<file path="config.mk">
export PLATFORM = sky130hd
export DESIGN_NAME = pio_front_end
export DESIGN_NICKNAME = d
export VERILOG_FILES = /design/src/logic/pio_sync_edge.v /design/src/logic/pio_low_qual.v /design/src/logic/pio_front_end.v
export VERILOG_INCLUDE_DIRS = /design/src /design/src/pkg
export SDC_FILE = /design/constraint.sdc
export NUM_CORES = 1
export LEC_CHECK = 0
export BUFFER_PORTS_ARGS = -buffer_cell sky130_fd_sc_hd__buf_4
export CAP_MARGIN = 20
export CORE_UTILIZATION = 46
export DETAILED_ROUTE_END_ITERATION = 7
export HOLD_SLACK_MARGIN = 0.1
export PLACE_DENSITY_LB_ADDON = 0.15
export SYNTH_ARGS = -nofsm -noshare
export SYNTH_HDL_FRONTEND = slang
export SYNTH_SLANG_ARGS = --single-unit
</file>
<file path="constraint.sdc">
create_clock -name clock -period 2.2 [get_ports clock]
set_input_delay 0.33 -clock clock [delete_from_list [all_inputs] [get_ports clock]]
set_output_delay 0.33 -clock clock [all_outputs]
set_load 0.1 [all_outputs]
</file>
<file path="src/pkg/pio_consts.vh">
// constants and register map of the pattern I/O front end
//
// What this block does
// - software sets line direction per 16-line half, never per single line
// - three direction settings: all inputs, A/B in with C/D out, all outputs
// - same direction and I/O behaviour for general I/O and pattern transfer
// - lowest four group-A lines raise rising-edge interrupts in general I/O mode while group A is input
// - pattern input and pattern output each have their own five control lines
// - input side: ack is the only output; output side: request is the only output
// - with external clock selected, sample or advance on its falling edge
// - external start edge begins transfer; software picks rising or falling
// - external stop edge ends transfer; software picks rising or falling
// - all four request and acknowledge lines are active low
// - input accepts after request low over 50 ns, acks low after memory write
// - output drives request low, completes on ack low over 100 ns, then advances
`ifndef PIO_CONSTS_VH
`define PIO_CONSTS_VH

// ==========================================================
// register offsets (byte addresses)
`define PIO_REG_CTRL    8'h00
`define PIO_REG_DOUT    8'h04
`define PIO_REG_DIN     8'h08
`define PIO_REG_STATUS  8'h0C
`define PIO_REG_MASK    8'h10
`define PIO_REG_XFER    8'h14
`define PIO_REG_CMD     8'h18
`define PIO_REG_PATIN   8'h1C

// ==========================================================
// control register fields
`define PIO_CTRL_SET_LO   0
`define PIO_CTRL_SET_HI   1
`define PIO_CTRL_GPIO     2
`define PIO_CTRL_INEXT    3
`define PIO_CTRL_OUTEXT   4
`define PIO_CTRL_INSTR    5
`define PIO_CTRL_INSTPR   6
`define PIO_CTRL_OUTSTR   7
`define PIO_CTRL_OUTSTPR  8
`define PIO_CTRL_INHS     9
`define PIO_CTRL_OUTHS    10
`define PIO_CTRL_W        11
`define PIO_CTRL_RESET    11'h004

// direction settings
`define PIO_SET_ALL_IN    2'h0
`define PIO_SET_SPLIT     2'h1
`define PIO_SET_ALL_OUT   2'h2

// status bits: 3..0 line interrupts, then trigger events
`define PIO_ST_INSTART    4
`define PIO_ST_INSTOP     5
`define PIO_ST_OUTSTART   6
`define PIO_ST_OUTSTOP    7
`define PIO_ST_W          8

// ==========================================================
// timing
`define PIO_CLK_NS        10
`define PIO_REQ_MIN_NS    50
`define PIO_ACK_MIN_NS    100
`define PIO_ACK_OUT_NS    100
// "more than" a width: one cycle beyond the figure
`define PIO_REQ_CYC       ((`PIO_REQ_MIN_NS / `PIO_CLK_NS) + 1)
`define PIO_ACKQ_CYC      ((`PIO_ACK_MIN_NS / `PIO_CLK_NS) + 1)
`define PIO_ACKO_CYC      ((`PIO_ACK_OUT_NS + `PIO_CLK_NS - 1) / `PIO_CLK_NS)

`endif

</file>
<file path="src/logic/pio_sync_edge.v">
// two-stage synchroniser with edge detection behind it
`timescale 1ns/1ps
module pio_sync_edge #(
   parameter W = 1
) (
   input  wire         clock,
   input  wire         rst,
   input  wire [W-1:0] asyncIn,
   output wire [W-1:0] level,
   output wire [W-1:0] rise,
   output wire [W-1:0] fall
);
   reg [W-1:0] meta_ff;
   reg [W-1:0] sync_ff;
   reg [W-1:0] prev_ff;
   reg [2:0]   fill_ff;

   // ==========================================================
   // first stage feeds only the second; edges use stages two and three
   always @(posedge clock) begin
      if (rst) begin
         meta_ff <= {W{1'b0}};
         sync_ff <= {W{1'b0}};
         prev_ff <= {W{1'b0}};
         fill_ff <= 3'h0;
      end else begin
         meta_ff <= asyncIn;
         sync_ff <= meta_ff;
         prev_ff <= sync_ff;
         fill_ff <= {fill_ff[1:0], 1'b1};
      end
   end

   // edges stay quiet until stage three holds pin data: a pin idling high gives no edge after reset
   assign level = sync_ff;
   assign rise  = sync_ff & ~prev_ff & {W{fill_ff[2]}};
   assign fall  = ~sync_ff & prev_ff & {W{fill_ff[2]}};
endmodule // pio_sync_edge

</file>
<file path="src/logic/pio_low_qual.v">
// low-width qualifier: one pulse once a synced level has stayed low long enough
`timescale 1ns/1ps
module pio_low_qual #(
   parameter CW    = 5,
   parameter LIMIT = 6
) (
   input  wire clock,
   input  wire rst,
   input  wire lowLevel,
   output reg  qualified
);
   reg [CW-1:0] cnt_ff;
   wire         hit = (cnt_ff == LIMIT[CW-1:0] - 1'b1);

   // ==========================================================
   // count saturates at the limit so one low run gives one pulse
   always @(posedge clock) begin
      if (rst) begin
         cnt_ff    <= {CW{1'b0}};
         qualified <= 1'b0;
      end else begin
         qualified <= lowLevel & hit;
         if (!lowLevel)
            cnt_ff <= {CW{1'b0}};
         else if (cnt_ff != LIMIT[CW-1:0])
            cnt_ff <= cnt_ff + 1'b1;
      end
   end
endmodule // pio_low_qual

</file>
<file path="src/logic/pio_front_end.v">
// pattern I/O front end: direction, line interrupts, pacing and handshakes
`timescale 1ns/1ps
`include "pio_consts.vh"
module pio_front_end (
   input  wire        clock,
   input  wire        rst,
   // register port
   input  wire [7:0]  regAddr,
   input  wire [31:0] regWrData,
   input  wire        regWr,
   input  wire        regRd,
   output reg  [31:0] regRdData_ff,
   output reg         irq_ff,
   // data lines, groups a..d in bytes 0..3
   input  wire [31:0] dataIn,
   output reg  [31:0] dataOut_ff,
   output reg  [31:0] dataOe_ff,
   // pattern input control lines
   input  wire        in_pacer_clock,
   input  wire        in_start_trigger,
   input  wire        in_stop_trigger,
   input  wire        in_request_n,
   output reg         in_acknowledge_n_ff,
   // pattern output control lines
   input  wire        out_pacer_clock,
   input  wire        out_start_trigger,
   input  wire        out_stop_trigger,
   input  wire        out_acknowledge_n,
   output reg         out_request_n_ff,
   // transfer side
   input  wire        intPaceTick,
   output reg  [31:0] inPattern_ff,
   output reg         inPatternValid_ff,
   input  wire        inWriteDone,
   input  wire [31:0] outPattern,
   output reg         outPatternTake_ff
);
   // ==========================================================
   // synchronisers
   wire [7:0]  ctlLvl;
   wire [7:0]  ctlRise;
   wire [7:0]  ctlFall;
   wire [31:0] dinLvl;
   wire [31:0] dinRise;
   wire        inReqQual;
   wire        outAckQual;

   // control lines pass two flops before any edge or width logic
   pio_sync_edge #(.W(8)) u_ctl_sync (
      .clock   (clock),
      .rst     (rst),
      .asyncIn ({out_acknowledge_n, in_request_n, out_stop_trigger, in_stop_trigger,
                 out_start_trigger, in_start_trigger, out_pacer_clock, in_pacer_clock}),
      .level   (ctlLvl),
      .rise    (ctlRise),
      .fall    (ctlFall)
   );

   pio_sync_edge #(.W(32)) u_din_sync (
      .clock   (clock),
      .rst     (rst),
      .asyncIn (dataIn),
      .level   (dinLvl),
      .rise    (dinRise),
      .fall    ()
   );

   // request low longer than its minimum before a pattern is taken
   pio_low_qual #(.CW(5), .LIMIT(`PIO_REQ_CYC)) u_req_qual (
      .clock     (clock),
      .rst       (rst),
      .lowLevel  (~ctlLvl[6]),
      .qualified (inReqQual)
   );

   // acknowledge low longer than its threshold marks completion
   pio_low_qual #(.CW(5), .LIMIT(`PIO_ACKQ_CYC)) u_ack_qual (
      .clock     (clock),
      .rst       (rst),
      .lowLevel  (~ctlLvl[7]),
      .qualified (outAckQual)
   );

   // ==========================================================
   // registers
   reg [`PIO_CTRL_W-1:0] ctrl_ff;
   reg [31:0]            gpioOut_ff;
   reg [`PIO_ST_W-1:0]   status_ff;
   reg [`PIO_ST_W-1:0]   mask_ff;
   reg                   inRun_ff;
   reg                   outRun_ff;

   wire [1:0] setting  = ctrl_ff[`PIO_CTRL_SET_HI:`PIO_CTRL_SET_LO];
   wire       gpioMode = ctrl_ff[`PIO_CTRL_GPIO];
   wire       inExt    = ctrl_ff[`PIO_CTRL_INEXT];
   wire       outExt   = ctrl_ff[`PIO_CTRL_OUTEXT];
   wire       inHs     = ctrl_ff[`PIO_CTRL_INHS];
   wire       outHs    = ctrl_ff[`PIO_CTRL_OUTHS];

   // half-word output enables from the setting; unknown code reads as all-in
   function [31:0] oe_of;
      input [1:0] s;
      begin
         case (s)
            `PIO_SET_SPLIT:   oe_of = 32'hFFFF_0000;
            `PIO_SET_ALL_OUT: oe_of = 32'hFFFF_FFFF;
            default:          oe_of = 32'h0000_0000;
         endcase
      end
   endfunction

   // picks the software-chosen edge of a synced trigger
   function edge_sel;
      input risingSel;
      input r;
      input f;
      begin
         edge_sel = risingSel ? r : f;
      end
   endfunction

   wire [31:0] oeMask = oe_of(setting);

   // trigger events, edges chosen by software
   wire inStartEv  = edge_sel(ctrl_ff[`PIO_CTRL_INSTR],  ctlRise[2], ctlFall[2]);
   wire outStartEv = edge_sel(ctrl_ff[`PIO_CTRL_OUTSTR], ctlRise[3], ctlFall[3]);
   wire inStopEv   = edge_sel(ctrl_ff[`PIO_CTRL_INSTPR], ctlRise[4], ctlFall[4]);
   wire outStopEv  = edge_sel(ctrl_ff[`PIO_CTRL_OUTSTPR], ctlRise[5], ctlFall[5]);

   // software commands, one-shot on write
   wire       cmdWr      = regWr & (regAddr == `PIO_REG_CMD);
   wire       swInStart  = cmdWr & regWrData[0];
   wire       swInStop   = cmdWr & regWrData[1];
   wire       swOutStart = cmdWr & regWrData[2];
   wire       swOutStop  = cmdWr & regWrData[3];

   // line interrupts: group a input and general I/O mode only
   wire       lineIrqOn = gpioMode & ~oeMask[0];
   wire [3:0] lineEv    = lineIrqOn ? dinRise[3:0] : 4'h0;

   wire [`PIO_ST_W-1:0] stEvents = {outStopEv, outStartEv, inStopEv, inStartEv, lineEv};

   // ==========================================================
   // register writes, status with set winning over read-clear
   always @(posedge clock) begin
      if (rst) begin
         ctrl_ff    <= `PIO_CTRL_RESET;
         gpioOut_ff <= 32'h0000_0000;
         mask_ff    <= {`PIO_ST_W{1'b0}};
         status_ff  <= {`PIO_ST_W{1'b0}};
      end else begin
         if (regWr && regAddr == `PIO_REG_CTRL)
            ctrl_ff <= regWrData[`PIO_CTRL_W-1:0];
         if (regWr && regAddr == `PIO_REG_DOUT)
            gpioOut_ff <= regWrData;
         if (regWr && regAddr == `PIO_REG_MASK)
            mask_ff <= regWrData[`PIO_ST_W-1:0];
         if (regRd && regAddr == `PIO_REG_STATUS)
            status_ff <= stEvents;
         else
            status_ff <= status_ff | stEvents;
      end
   end

   // one-cycle-late read data; unmapped offsets read zero
   always @(posedge clock) begin
      if (rst) begin
         regRdData_ff <= 32'h0000_0000;
      end else if (regRd) begin
         case (regAddr)
            `PIO_REG_CTRL:   regRdData_ff <= {{(32-`PIO_CTRL_W){1'b0}}, ctrl_ff};
            `PIO_REG_DOUT:   regRdData_ff <= gpioOut_ff;
            `PIO_REG_DIN:    regRdData_ff <= dinLvl & ~oeMask;
            `PIO_REG_STATUS: regRdData_ff <= {{(32-`PIO_ST_W){1'b0}}, status_ff};
            `PIO_REG_MASK:   regRdData_ff <= {{(32-`PIO_ST_W){1'b0}}, mask_ff};
            `PIO_REG_XFER:   regRdData_ff <= {30'h0000_0000, outRun_ff, inRun_ff};
            `PIO_REG_PATIN:  regRdData_ff <= inPattern_ff;
            default:         regRdData_ff <= 32'h0000_0000;
         endcase
      end else begin
         regRdData_ff <= 32'h0000_0000;
      end
   end

   // level interrupt from registered status and mask
   always @(posedge clock) begin
      if (rst)
         irq_ff <= 1'b0;
      else
         irq_ff <= |(status_ff & mask_ff);
   end

   // ==========================================================
   // run flags; stop beats start in the same cycle
   always @(posedge clock) begin
      if (rst) begin
         inRun_ff  <= 1'b0;
         outRun_ff <= 1'b0;
      end else begin
         if (inStopEv || swInStop)
            inRun_ff <= 1'b0;
         else if (inStartEv || swInStart)
            inRun_ff <= 1'b1;
         if (outStopEv || swOutStop)
            outRun_ff <= 1'b0;
         else if (outStartEv || swOutStart)
            outRun_ff <= 1'b1;
      end
   end

   // ==========================================================
   // pattern input: pacer falling edge, internal tick, or handshake
   localparam IN_IDLE = 2'h0;
   localparam IN_WAIT = 2'h1;
   localparam IN_ACK  = 2'h2;

   reg  [1:0] inSt_ff;
   reg  [3:0] ackCnt_ff;
   wire       inPace = inExt ? ctlFall[0] : intPaceTick;
   wire       inTake = inRun_ff & (inHs ? (inSt_ff == IN_IDLE) & inReqQual : inPace);

   always @(posedge clock) begin
      if (rst) begin
         inSt_ff             <= IN_IDLE;
         ackCnt_ff           <= 4'h0;
         inPattern_ff        <= 32'h0000_0000;
         inPatternValid_ff   <= 1'b0;
         in_acknowledge_n_ff <= 1'b1;
      end else begin
         inPatternValid_ff <= inTake;
         if (inTake)
            inPattern_ff <= dinLvl & ~oeMask;
         case (inSt_ff)
            IN_IDLE: begin
               in_acknowledge_n_ff <= 1'b1;
               if (inTake && inHs)
                  inSt_ff <= IN_WAIT;
            end
            IN_WAIT: begin
               // ack only once the memory write is reported done
               if (inWriteDone) begin
                  inSt_ff             <= IN_ACK;
                  ackCnt_ff           <= 4'h0;
                  in_acknowledge_n_ff <= 1'b0;
               end
            end
            IN_ACK: begin
               ackCnt_ff <= ackCnt_ff + 4'h1;
               if (ackCnt_ff == `PIO_ACKO_CYC - 1) begin
                  in_acknowledge_n_ff <= 1'b1;
                  inSt_ff             <= IN_IDLE;
               end
            end
            default: begin
               inSt_ff             <= IN_IDLE;
               in_acknowledge_n_ff <= 1'b1;
            end
         endcase
      end
   end

   // ==========================================================
   // pattern output: pacer falling edge, internal tick, or handshake
   localparam OUT_IDLE = 2'h0;
   localparam OUT_REQ  = 2'h1;
   localparam OUT_HIGH = 2'h2;

   reg  [1:0] outSt_ff;
   wire       outPace = outExt ? ctlFall[1] : intPaceTick;
   wire       hsDone  = (outSt_ff == OUT_REQ) & outAckQual;
   wire       outAdv  = outRun_ff & (outHs ? hsDone : outPace);

   always @(posedge clock) begin
      if (rst) begin
         outSt_ff          <= OUT_IDLE;
         out_request_n_ff  <= 1'b1;
         outPatternTake_ff <= 1'b0;
         dataOut_ff        <= 32'h0000_0000;
         dataOe_ff         <= 32'h0000_0000;
      end else begin
         dataOe_ff         <= oeMask;
         outPatternTake_ff <= outAdv;
         // idle lines show the software value; a running transfer holds its last pattern
         if (outAdv)
            dataOut_ff <= outPattern;
         else if (!outRun_ff)
            dataOut_ff <= gpioOut_ff;
         case (outSt_ff)
            OUT_IDLE: begin
               out_request_n_ff <= 1'b1;
               if (outRun_ff && outHs) begin
                  outSt_ff         <= OUT_REQ;
                  out_request_n_ff <= 1'b0;
               end
            end
            OUT_REQ: begin
               if (!outRun_ff) begin
                  outSt_ff         <= OUT_IDLE;
                  out_request_n_ff <= 1'b1;
               end else if (hsDone) begin
                  outSt_ff         <= OUT_HIGH;
                  out_request_n_ff <= 1'b1;
               end
            end
            OUT_HIGH: begin
               // wait for ack to rise so one low pulse advances once
               if (ctlLvl[7])
                  outSt_ff <= OUT_IDLE;
            end
            default: begin
               outSt_ff         <= OUT_IDLE;
               out_request_n_ff <= 1'b1;
            end
         endcase
      end
   end
endmodule // pio_front_end

</file>
==> metrics.txt, run 1 <==
# TYPE chip_impl_metric gauge
chip_impl_metric{name="nNetsFinal",unit=""} 1515
chip_impl_metric{name="synth_warnings",unit=""} 0
chip_impl_metric{name="static_power_due_to_leakage",unit="nW"} 5.91
chip_impl_metric{name="number_of_global_route_vias_before_repair",unit=""} 8477
chip_impl_metric{name="clk_transition_reported_paths",unit="ps"} 60
chip_impl_metric{name="cts.sink_count",unit=""} 277
chip_impl_metric{name="worstHoldPathCells",unit=""} 3
chip_impl_metric{name="part_of_the_power_in_the_clock_network",unit="%"} 44.1
chip_impl_metric{name="gp_congestion",unit=""} 0.911
chip_impl_metric{name="crit_fanout",unit=""} 16
chip_impl_metric{name="clock_buffer_count_from_cts",unit=""} 28
chip_impl_metric{name="max_slew.worst_pin.slew",unit="ps"} 610
chip_impl_metric{name="p_comb_share",unit="%"} 6.3
chip_impl_metric{name="synthesis.instances",unit=""} 1083
chip_impl_metric{name="ctsLongestPathBuffers",unit=""} 3
chip_impl_metric{name="grt_usage",unit="%"} 25.7
chip_impl_info{name="main_synth_ff_type",value="sky130_fd_sc_hd__dfxtp_1"} 1
chip_impl_metric{name="dpl-instance-area",unit="sq um"} 12400
chip_impl_info{name="critPathLaunchType",value="flip-flop"} 1
chip_impl_info{name="timing_worst_setup_path_type",value="reg -> out"} 1
chip_impl_info{name="setup.worst_path.end_class",value="primary output"} 1
chip_impl_metric{name="drc",unit=""} 0
chip_impl_metric{name="critPathRequiredTime",unit="ps"} 1870
chip_impl_metric{name="post_route_cells_drive_above_1_share",unit="%"} 24.8
chip_impl_metric{name="detail_route.first_pass.iterations",unit=""} 5
chip_impl_info{name="cts_tree",value="built"} 1
chip_impl_metric{name="initial_core_util",unit="%"} 47.5
chip_impl_metric{name="min_clock_period_post_route",unit="ps"} 1940
chip_impl_info{name="hold_path_class",value="in -> reg"} 1
chip_impl_metric{name="share_of_the_yosys_chip_area_belonging_to_registers",unit="%"} 52.8
chip_impl_info{name="path_cells",value="buf_4"} 1
chip_impl_metric{name="io-pin-count",unit=""} 251
chip_impl_metric{name="clock_latency",unit="ps"} 540
chip_impl_metric{name="pwr_density_cell",unit="nW/um^2"} 724
chip_impl_metric{name="flow.area_growth_from_synthesis",unit="%"} 36.9
chip_impl_metric{name="die_width",unit="um"} 153
chip_impl_metric{name="drt-initial-drc-count",unit=""} 713
chip_impl_info{name="setup_repair_after_global_routing_missed_its_margin",value="false"} 1
chip_impl_info{name="critical-path-top-delay-family",value="flip-flops"} 1
chip_impl_metric{name="final_count_of_negative_setup_slack_endpoints",unit=""} 0
chip_impl_metric{name="layout.cell_area.non_filler",unit="sq um"} 14400
chip_impl_metric{name="final_cycle_utilization_of_the_critical_path",unit="%"} 88.1
chip_impl_metric{name="ant_nets",unit=""} 0
chip_impl_metric{name="worst_path_largest_cell_delay",unit="ps"} 660
chip_impl_metric{name="number_of_violations_of_the_max_capacitance_limit",unit=""} 0
chip_impl_metric{name="post_drt_via_cell_ratio",unit=""} 5.41
chip_impl_metric{name="fillerInstances",unit=""} 1828
chip_impl_metric{name="vias",unit=""} 9141
chip_impl_metric{name="maxSlewHeadroom",unit="%"} 59.1
chip_impl_metric{name="pin_count_of_the_biggest_net_entering_global_routing",unit=""} 103
chip_impl_metric{name="synth_nets",unit=""} 1209
chip_impl_metric{name="number_of_antenna_violations_at_the_first_check_in_global_routing",unit=""} 0
chip_impl_metric{name="total_standard_cell_area_after_synthesis",unit="sq um"} 10500
chip_impl_metric{name="wp_buf_inv",unit=""} 1
chip_impl_metric{name="dieHeight",unit="um"} 153
chip_impl_metric{name="htree_levels",unit=""} 1
chip_impl_metric{name="worst-endpoint-arrival",unit="ps"} 1610
chip_impl_metric{name="syn_area_cell",unit="sq um"} 9.69
chip_impl_metric{name="critical_path_cell_count",unit=""} 1
chip_impl_metric{name="finalWirelength",unit="um"} 30900
chip_impl_info{name="crit_path_top_delay_cell",value="sky130_fd_sc_hd__dfxtp_1"} 1
chip_impl_metric{name="internal_power",unit="mW"} 8.08
chip_impl_metric{name="antenna-diode-count",unit=""} 0
chip_impl_metric{name="std_cell_rows",unit=""} 54
chip_impl_metric{name="number_of_enable_type_register_cells_in_the_synthesized_netlist",unit=""} 0
chip_impl_info{name="outcome",value="finished, final reports clean"} 1
chip_impl_metric{name="fin_worst_skew",unit="ps"} 11.5
chip_impl_metric{name="depth_of_the_worst_register_to_register_path",unit=""} 5
chip_impl_metric{name="maxClockFrequency",unit="GHz"} 0.516
chip_impl_info{name="ctsRootBufferMaster",value="sky130_fd_sc_hd__clkbuf_16"} 1
chip_impl_metric{name="drv_slew",unit=""} 0
chip_impl_metric{name="ys_async_sr_fraction",unit="%"} 0
chip_impl_metric{name="tns",unit="ps"} 0
chip_impl_metric{name="design.core.area",unit="sq um"} 22100
chip_impl_metric{name="global_route_wire_length_before_repair",unit="um"} 48000
chip_impl_metric{name="switching_share",unit="%"} 22.2
chip_impl_metric{name="report.final.hold_viol_count",unit=""} 0
chip_impl_metric{name="grt-ovfl-total",unit=""} 0
chip_impl_metric{name="synth.distinct_cells",unit=""} 59
chip_impl_metric{name="floorplan.die_area",unit="sq um"} 23400
chip_impl_metric{name="io_buffers",unit=""} 250
chip_impl_metric{name="seq_power_share",unit="%"} 49.6
chip_impl_metric{name="yosys_register_bits",unit=""} 277
chip_impl_metric{name="p_switching",unit="mW"} 2.31
chip_impl_metric{name="wl_per_instance",unit="um"} 18.3
chip_impl_metric{name="post_detail_place_hpwl",unit="um"} 21300
chip_impl_metric{name="max-vdd-ir-drop",unit="V"} 0.000503
synthesized netlist by cell type (5+ instances only):
library cell,number,area (sq um)
sky130_fd_sc_hd__nor3_1,8,40.0
sky130_fd_sc_hd__and2_1,39,244
sky130_fd_sc_hd__nand3_1,14,70.1
sky130_fd_sc_hd__ha_1,8,100
sky130_fd_sc_hd__a22oi_1,32,240
sky130_fd_sc_hd__a22o_1,5,43.8
sky130_fd_sc_hd__clkbuf_1,54,203
sky130_fd_sc_hd__nand2_1,83,312
sky130_fd_sc_hd__inv_1,16,60.1
sky130_fd_sc_hd__mux4_2,5,113
sky130_fd_sc_hd__buf_2,15,75.1
sky130_fd_sc_hd__mux2_2,5,56.3
sky130_fd_sc_hd__dfxtp_1,277,5550
sky130_fd_sc_hd__nand3b_1,5,37.5
sky130_fd_sc_hd__buf_1,5,18.8
sky130_fd_sc_hd__nor2b_1,101,632
sky130_fd_sc_hd__o21ai_0,43,215
sky130_fd_sc_hd__and3_1,8,50.1
sky130_fd_sc_hd__buf_4,36,270
sky130_fd_sc_hd__a32oi_1,7,61.3
sky130_fd_sc_hd__nand4_1,32,200
sky130_fd_sc_hd__a221o_1,33,330
sky130_fd_sc_hd__nand2b_1,7,43.8
sky130_fd_sc_hd__mux2i_1,19,190
sky130_fd_sc_hd__a21oi_1,81,405
sky130_fd_sc_hd__a32o_1,21,210
sky130_fd_sc_hd__nor2_1,72,270
registers in the layout, summed over array words and instances, names as in the netlist, 5 cells and up:
| register | cells |
|---|---|
| u_ack_qual.cnt_ff | 5 |
| u_ctl_sync.level | 8 |
| regRdData_ff | 32 |
| ctrl_ff | 11 |
| u_req_qual.cnt_ff | 5 |
| status_ff | 8 |
| mask_ff | 8 |
| gpioOut_ff | 32 |
| u_din_sync.level | 32 |
| u_ctl_sync.meta_ff | 8 |
| dataOut_ff | 32 |
| inPattern_ff | 32 |
| u_din_sync.meta_ff | 32 |
| u_ctl_sync.prev_ff | 6 |
placed cells by master (no fill, tap or decap), types with 4 or more instances in the layout:
master / n
sky130_fd_sc_hd__a21oi_1: 80
sky130_fd_sc_hd__a221o_1: 33
sky130_fd_sc_hd__a22o_1: 5
sky130_fd_sc_hd__a22oi_1: 32
sky130_fd_sc_hd__a32o_1: 21
sky130_fd_sc_hd__a32oi_1: 7
sky130_fd_sc_hd__and2_1: 39
sky130_fd_sc_hd__and3_1: 8
sky130_fd_sc_hd__buf_4: 279
sky130_fd_sc_hd__clkbuf_16: 29
sky130_fd_sc_hd__clkinv_2: 14
sky130_fd_sc_hd__dfxtp_1: 277
sky130_fd_sc_hd__dlygate4sd3_1: 105
sky130_fd_sc_hd__ha_1: 8
sky130_fd_sc_hd__inv_1: 16
sky130_fd_sc_hd__mux2_2: 5
sky130_fd_sc_hd__mux2i_1: 19
sky130_fd_sc_hd__mux4_2: 5
sky130_fd_sc_hd__nand2_1: 83
sky130_fd_sc_hd__nand2b_1: 7
sky130_fd_sc_hd__nand3_1: 14
sky130_fd_sc_hd__nand3b_1: 5
sky130_fd_sc_hd__nand4_1: 32
sky130_fd_sc_hd__nor2_1: 72
sky130_fd_sc_hd__nor2b_1: 101
sky130_fd_sc_hd__nor3_1: 7
sky130_fd_sc_hd__nor3b_1: 4
sky130_fd_sc_hd__o21ai_0: 42
sky130_fd_sc_hd__xnor2_1: 4
sky130_fd_sc_hd__xor2_1: 4
routing by layer:
layer | global-route usage (%) | vias to the layer above | share of wire (%)
li1 | - | 4387 | -
met1 | 36.7 | 4279 | 45
met2 | 39.1 | 412 | 44
met3 | 4.65 | 63 | 8.6
met4 | 8.71 | 0 | 2.8
met5 | 0 | - | 0
final cells by class:
class | instances | area, sq um | share of cell area [%]
Sequential cell | 277 | 5550 | 38.6
Multi-Input combinational cell | 679 | 4340 | 30.2
Timing Repair Buffer | 386 | 3180 | 22.1
Clock buffer | 35 | 778 | 5.42
Tap cell | 280 | 350 | 2.44
Clock inverter | 16 | 108 | 0.749
Inverter | 17 | 63.8 | 0.444
cells by family (layout without fill, tap and decap cells):
group                      Yosys count  after routing  synth area share, %
and+or+nand+nor                    388            388                 19.9
buffers and inverters              127            454                 6.01
muxes                               29             29                 3.42
DFF                                277            277                 52.8
AOI/OAI and AO/OA                  246            246                 16.2
xor gates and xnor gates             8              8                0.668
adders and majority gates            8              8                0.954
power by group through the flow:
stage | Sequential, mW | Combinational [mW] | Clock, mW
2_1_floorplan | 5.26 | 0.226 | 0
3_3_place_gp | 5.27 | 0.492 | 0
3_5_place_dp | 5.27 | 0.494 | 0
4_1_cts | 5.16 | 0.648 | 4.64
5_1_grt | 5.16 | 0.700 | 4.87
6_report | 5.16 | 0.654 | 4.58
final timing paths:
check                                          to  slack, ps                              start
hold reg to reg   u_din_sync.level[10]$_SDFF_PP0_        430  u_din_sync.meta_ff[10]$_SDFF_PP0_
hold / removal         regRdData_ff[4]$_SDFF_PP0_        170                              regRd
setup / recovery                    dataOe_ff[20]        260           dataOe_ff[30]$_SDFF_PP0_
setup reg to reg      dataOut_ff[20]$_SDFFE_PP0P_        410   u_din_sync.fill_ff[2]$_SDFF_PP0_
what timing repair did:
action	4_1_cts	5_1_grt
hold buffers	105	0
resized for setup	0	0
buffers inserted	0	0
endpoints found under the hold margin	125	0
through the flow:
| stage | total power [mW] | setup slack [ps] | utilization, % | hold WS (ps) | cells |
|---|---|---|---|---|---|
| 3_5_place_dp | 5.76 | 280 | 56.2 | 418 | 1534 |
| 3_3_place_gp | 5.76 | 373 | 56.2 | 417 | 1534 |
| 5_1_grt | 10.7 | 194 | 65.0 | 168 | 1690 |
| 4_1_cts | 10.4 | 255 | 65.0 | 147 | 1690 |
| 2_1_floorplan | 5.48 | 262 | - | 399 | 1083 |
| 6_report | 10.4 | 262 | 65.0 | 171 | 1690 |
(Power assumes the default switching activity.)
==> run 2, diff against run 1 <==
- REMOVE_ABC_BUFFERS: unset -> 1
==> metrics.txt, run 2 (same netlist as run 1, synthesis figures left out) <==
# TYPE chip_impl_metric gauge
chip_impl_metric{name="wp_buf_inv",unit=""} 1
chip_impl_metric{name="clk_transition_reported_paths",unit="ps"} 60
chip_impl_info{name="most_common_cell_after_layout_fill_and_taps_aside",value="sky130_fd_sc_hd__dfxtp_1"} 1
chip_impl_info{name="final_cell_mix",value="277 x sky130_fd_sc_hd__dfxtp_1, 276 x sky130_fd_sc_hd__buf_4, 105 x sky130_fd_sc_hd__dlygate4sd3_1"} 1
chip_impl_metric{name="max_slew.worst_pin.slew",unit="ps"} 673
chip_impl_metric{name="pin_count_of_the_biggest_net_entering_global_routing",unit=""} 127
chip_impl_metric{name="fin_worst_skew",unit="ps"} 16.1
chip_impl_metric{name="drc",unit=""} 0
chip_impl_metric{name="tns",unit="ps"} 0
chip_impl_metric{name="gp_congestion",unit=""} 0.946
chip_impl_metric{name="dieHeight",unit="um"} 153
chip_impl_metric{name="critical_path_cell_count",unit=""} 1
chip_impl_metric{name="wl_per_instance",unit="um"} 18.4
chip_impl_metric{name="static_power_due_to_leakage",unit="nW"} 5.95
chip_impl_metric{name="post_detail_place_hpwl",unit="um"} 20600
chip_impl_metric{name="max-vdd-ir-drop",unit="V"} 0.000479
chip_impl_metric{name="htree_levels",unit=""} 1
chip_impl_metric{name="cts_resized",unit=""} 0
chip_impl_metric{name="fillerInstances",unit=""} 1816
chip_impl_metric{name="crit_fanout",unit=""} 16
chip_impl_metric{name="setup.reg_to_reg.worst_slack",unit="ps"} 370
chip_impl_metric{name="maxSlewHeadroom",unit="%"} 54.7
chip_impl_info{name="crit_path_top_delay_cell",value="sky130_fd_sc_hd__dfxtp_1"} 1
chip_impl_metric{name="ant_nets",unit=""} 0
chip_impl_metric{name="ctsLongestPathBuffers",unit=""} 3
chip_impl_metric{name="cts_post_setup_buffers_inserted",unit=""} 0
chip_impl_info{name="setup_repair_after_global_routing_missed_its_margin",value="false"} 1
chip_impl_info{name="cts_tree",value="built"} 1
chip_impl_info{name="timing_worst_setup_path_type",value="reg -> out"} 1
chip_impl_metric{name="detail_route.first_pass.iterations",unit=""} 5
chip_impl_metric{name="post_drt_via_cell_ratio",unit=""} 5.37
chip_impl_info{name="hold_path_class",value="in -> reg"} 1
chip_impl_metric{name="design.core.area",unit="sq um"} 22100
chip_impl_metric{name="number_of_global_route_vias_before_repair",unit=""} 8620
chip_impl_info{name="setup.worst_path.end_class",value="primary output"} 1
chip_impl_metric{name="std_cell_rows",unit=""} 54
chip_impl_info{name="path_cells",value="buf_4"} 1
chip_impl_metric{name="floorplan.die_area",unit="sq um"} 23400
chip_impl_metric{name="drt-initial-drc-count",unit=""} 712
chip_impl_metric{name="dpl-instance-area",unit="sq um"} 12500
chip_impl_info{name="critical-path-top-delay-family",value="flip-flops"} 1
chip_impl_metric{name="report.final.hold_viol_count",unit=""} 0
chip_impl_metric{name="worst_path_largest_cell_delay",unit="ps"} 620
chip_impl_info{name="outcome",value="finished, final reports clean"} 1
chip_impl_metric{name="pwr_density_cell",unit="nW/um^2"} 744
chip_impl_metric{name="power",unit="mW"} 10.8
chip_impl_metric{name="global_route_wire_length_before_repair",unit="um"} 48400
chip_impl_metric{name="initial_core_util",unit="%"} 47.5
chip_impl_metric{name="maxClockFrequency",unit="GHz"} 0.531
chip_impl_metric{name="final_count_of_negative_setup_slack_endpoints",unit=""} 0
chip_impl_metric{name="clock_buffer_count_from_cts",unit=""} 29
chip_impl_metric{name="io-pin-count",unit=""} 251
chip_impl_info{name="critPathLaunchType",value="flip-flop"} 1
chip_impl_metric{name="vias",unit=""} 9091
chip_impl_metric{name="depth_of_the_worst_register_to_register_path",unit=""} 5
chip_impl_metric{name="final_cycle_utilization_of_the_critical_path",unit="%"} 85.7
chip_impl_metric{name="min_clock_period_post_route",unit="ps"} 1880
chip_impl_metric{name="post_route_cells_drive_above_1_share",unit="%"} 24.5
chip_impl_metric{name="finalWirelength",unit="um"} 31100
chip_impl_metric{name="grt-ovfl-total",unit=""} 0
chip_impl_metric{name="worst-endpoint-arrival",unit="ps"} 1550
chip_impl_metric{name="die_width",unit="um"} 153
chip_impl_metric{name="drv_slew",unit=""} 0
chip_impl_metric{name="number_of_violations_of_the_max_capacitance_limit",unit=""} 0
chip_impl_metric{name="hold_buffers",unit=""} 105
chip_impl_metric{name="layout.cell_area.non_filler",unit="sq um"} 14500
chip_impl_metric{name="io_buffers",unit=""} 250
chip_impl_metric{name="flow.area_growth_from_synthesis",unit="%"} 38.1
chip_impl_metric{name="number_of_antenna_violations_at_the_first_check_in_global_routing",unit=""} 0
chip_impl_metric{name="worstHoldPathCells",unit=""} 3
chip_impl_metric{name="cts.sink_count",unit=""} 277
chip_impl_metric{name="nNetsFinal",unit=""} 1516
chip_impl_metric{name="critPathRequiredTime",unit="ps"} 1870
chip_impl_info{name="ctsRootBufferMaster",value="sky130_fd_sc_hd__clkbuf_16"} 1
chip_impl_metric{name="clock_latency",unit="ps"} 540
chip_impl_metric{name="grt_usage",unit="%"} 25.9
==> run 2: changes by cell type in the layout (fill, tap and decap cells not counted), sizes merged <==
cell	delta
clkbuf	+10
bufinv	+2
diode	+1
inv	+1
clkinv	-12
==> run 2: layer usage <==
| metal | track usage [%] | vias up | routed length (um) |
|---|---|---|---|
| li1 | - | 4397 | - |
| met1 | 36.6 | 4281 | 14200 |
| met2 | 40.9 | 368 | 14100 |
| met3 | 4.45 | 45 | 2160 |
| met4 | 6.97 | 0 | 632 |
| met5 | 0 | - | 0 |
==> run 2: final cells by class <==
type	count	area (sq um)	share of cell area (%)
well taps	280	350	2.42
inverters	17	63.8	0.440
clock inverters	7	116	0.803
diodes	1	2.50	0.0173
multi-input cells	679	4340	29.9
clock buffers	45	866	5.97
flip-flops and latches	277	5550	38.2
repair buffers	386	3210	22.2
==> run 2: path summary, 6_finish.rpt <==
path,from,end
max,dataOe_ff[30]$_SDFF_PP0_,dataOe_ff[23]
min,regRd,regRdData_ff[4]$_SDFF_PP0_
max reg2reg,u_din_sync.fill_ff[2]$_SDFF_PP0_,dataOut_ff[12]$_SDFFE_PP0P_
min reg2reg,u_din_sync.meta_ff[12]$_SDFF_PP0_,u_din_sync.level[12]$_SDFF_PP0_
==> run 2: stage by stage <==
stage	hold WS [ps]	instances	utilization (%)	worst slack [ps]
6_report	177	1692	65.6	315
3_3_place_gp	416	1534	56.4	326
3_5_place_dp	421	1534	56.4	343
5_1_grt	177	1691	65.6	232
2_1_floorplan	397	973	-	-8700
4_1_cts	156	1691	65.6	308
==> run 2: power breakdown <==
group / total (mW) / internal (mW) / switching (mW)
registers: 5.16 / 5.11 / 0.0483
logic: 0.657 / 0.365 / 0.293
clock network: 4.98 / 3.04 / 1.94
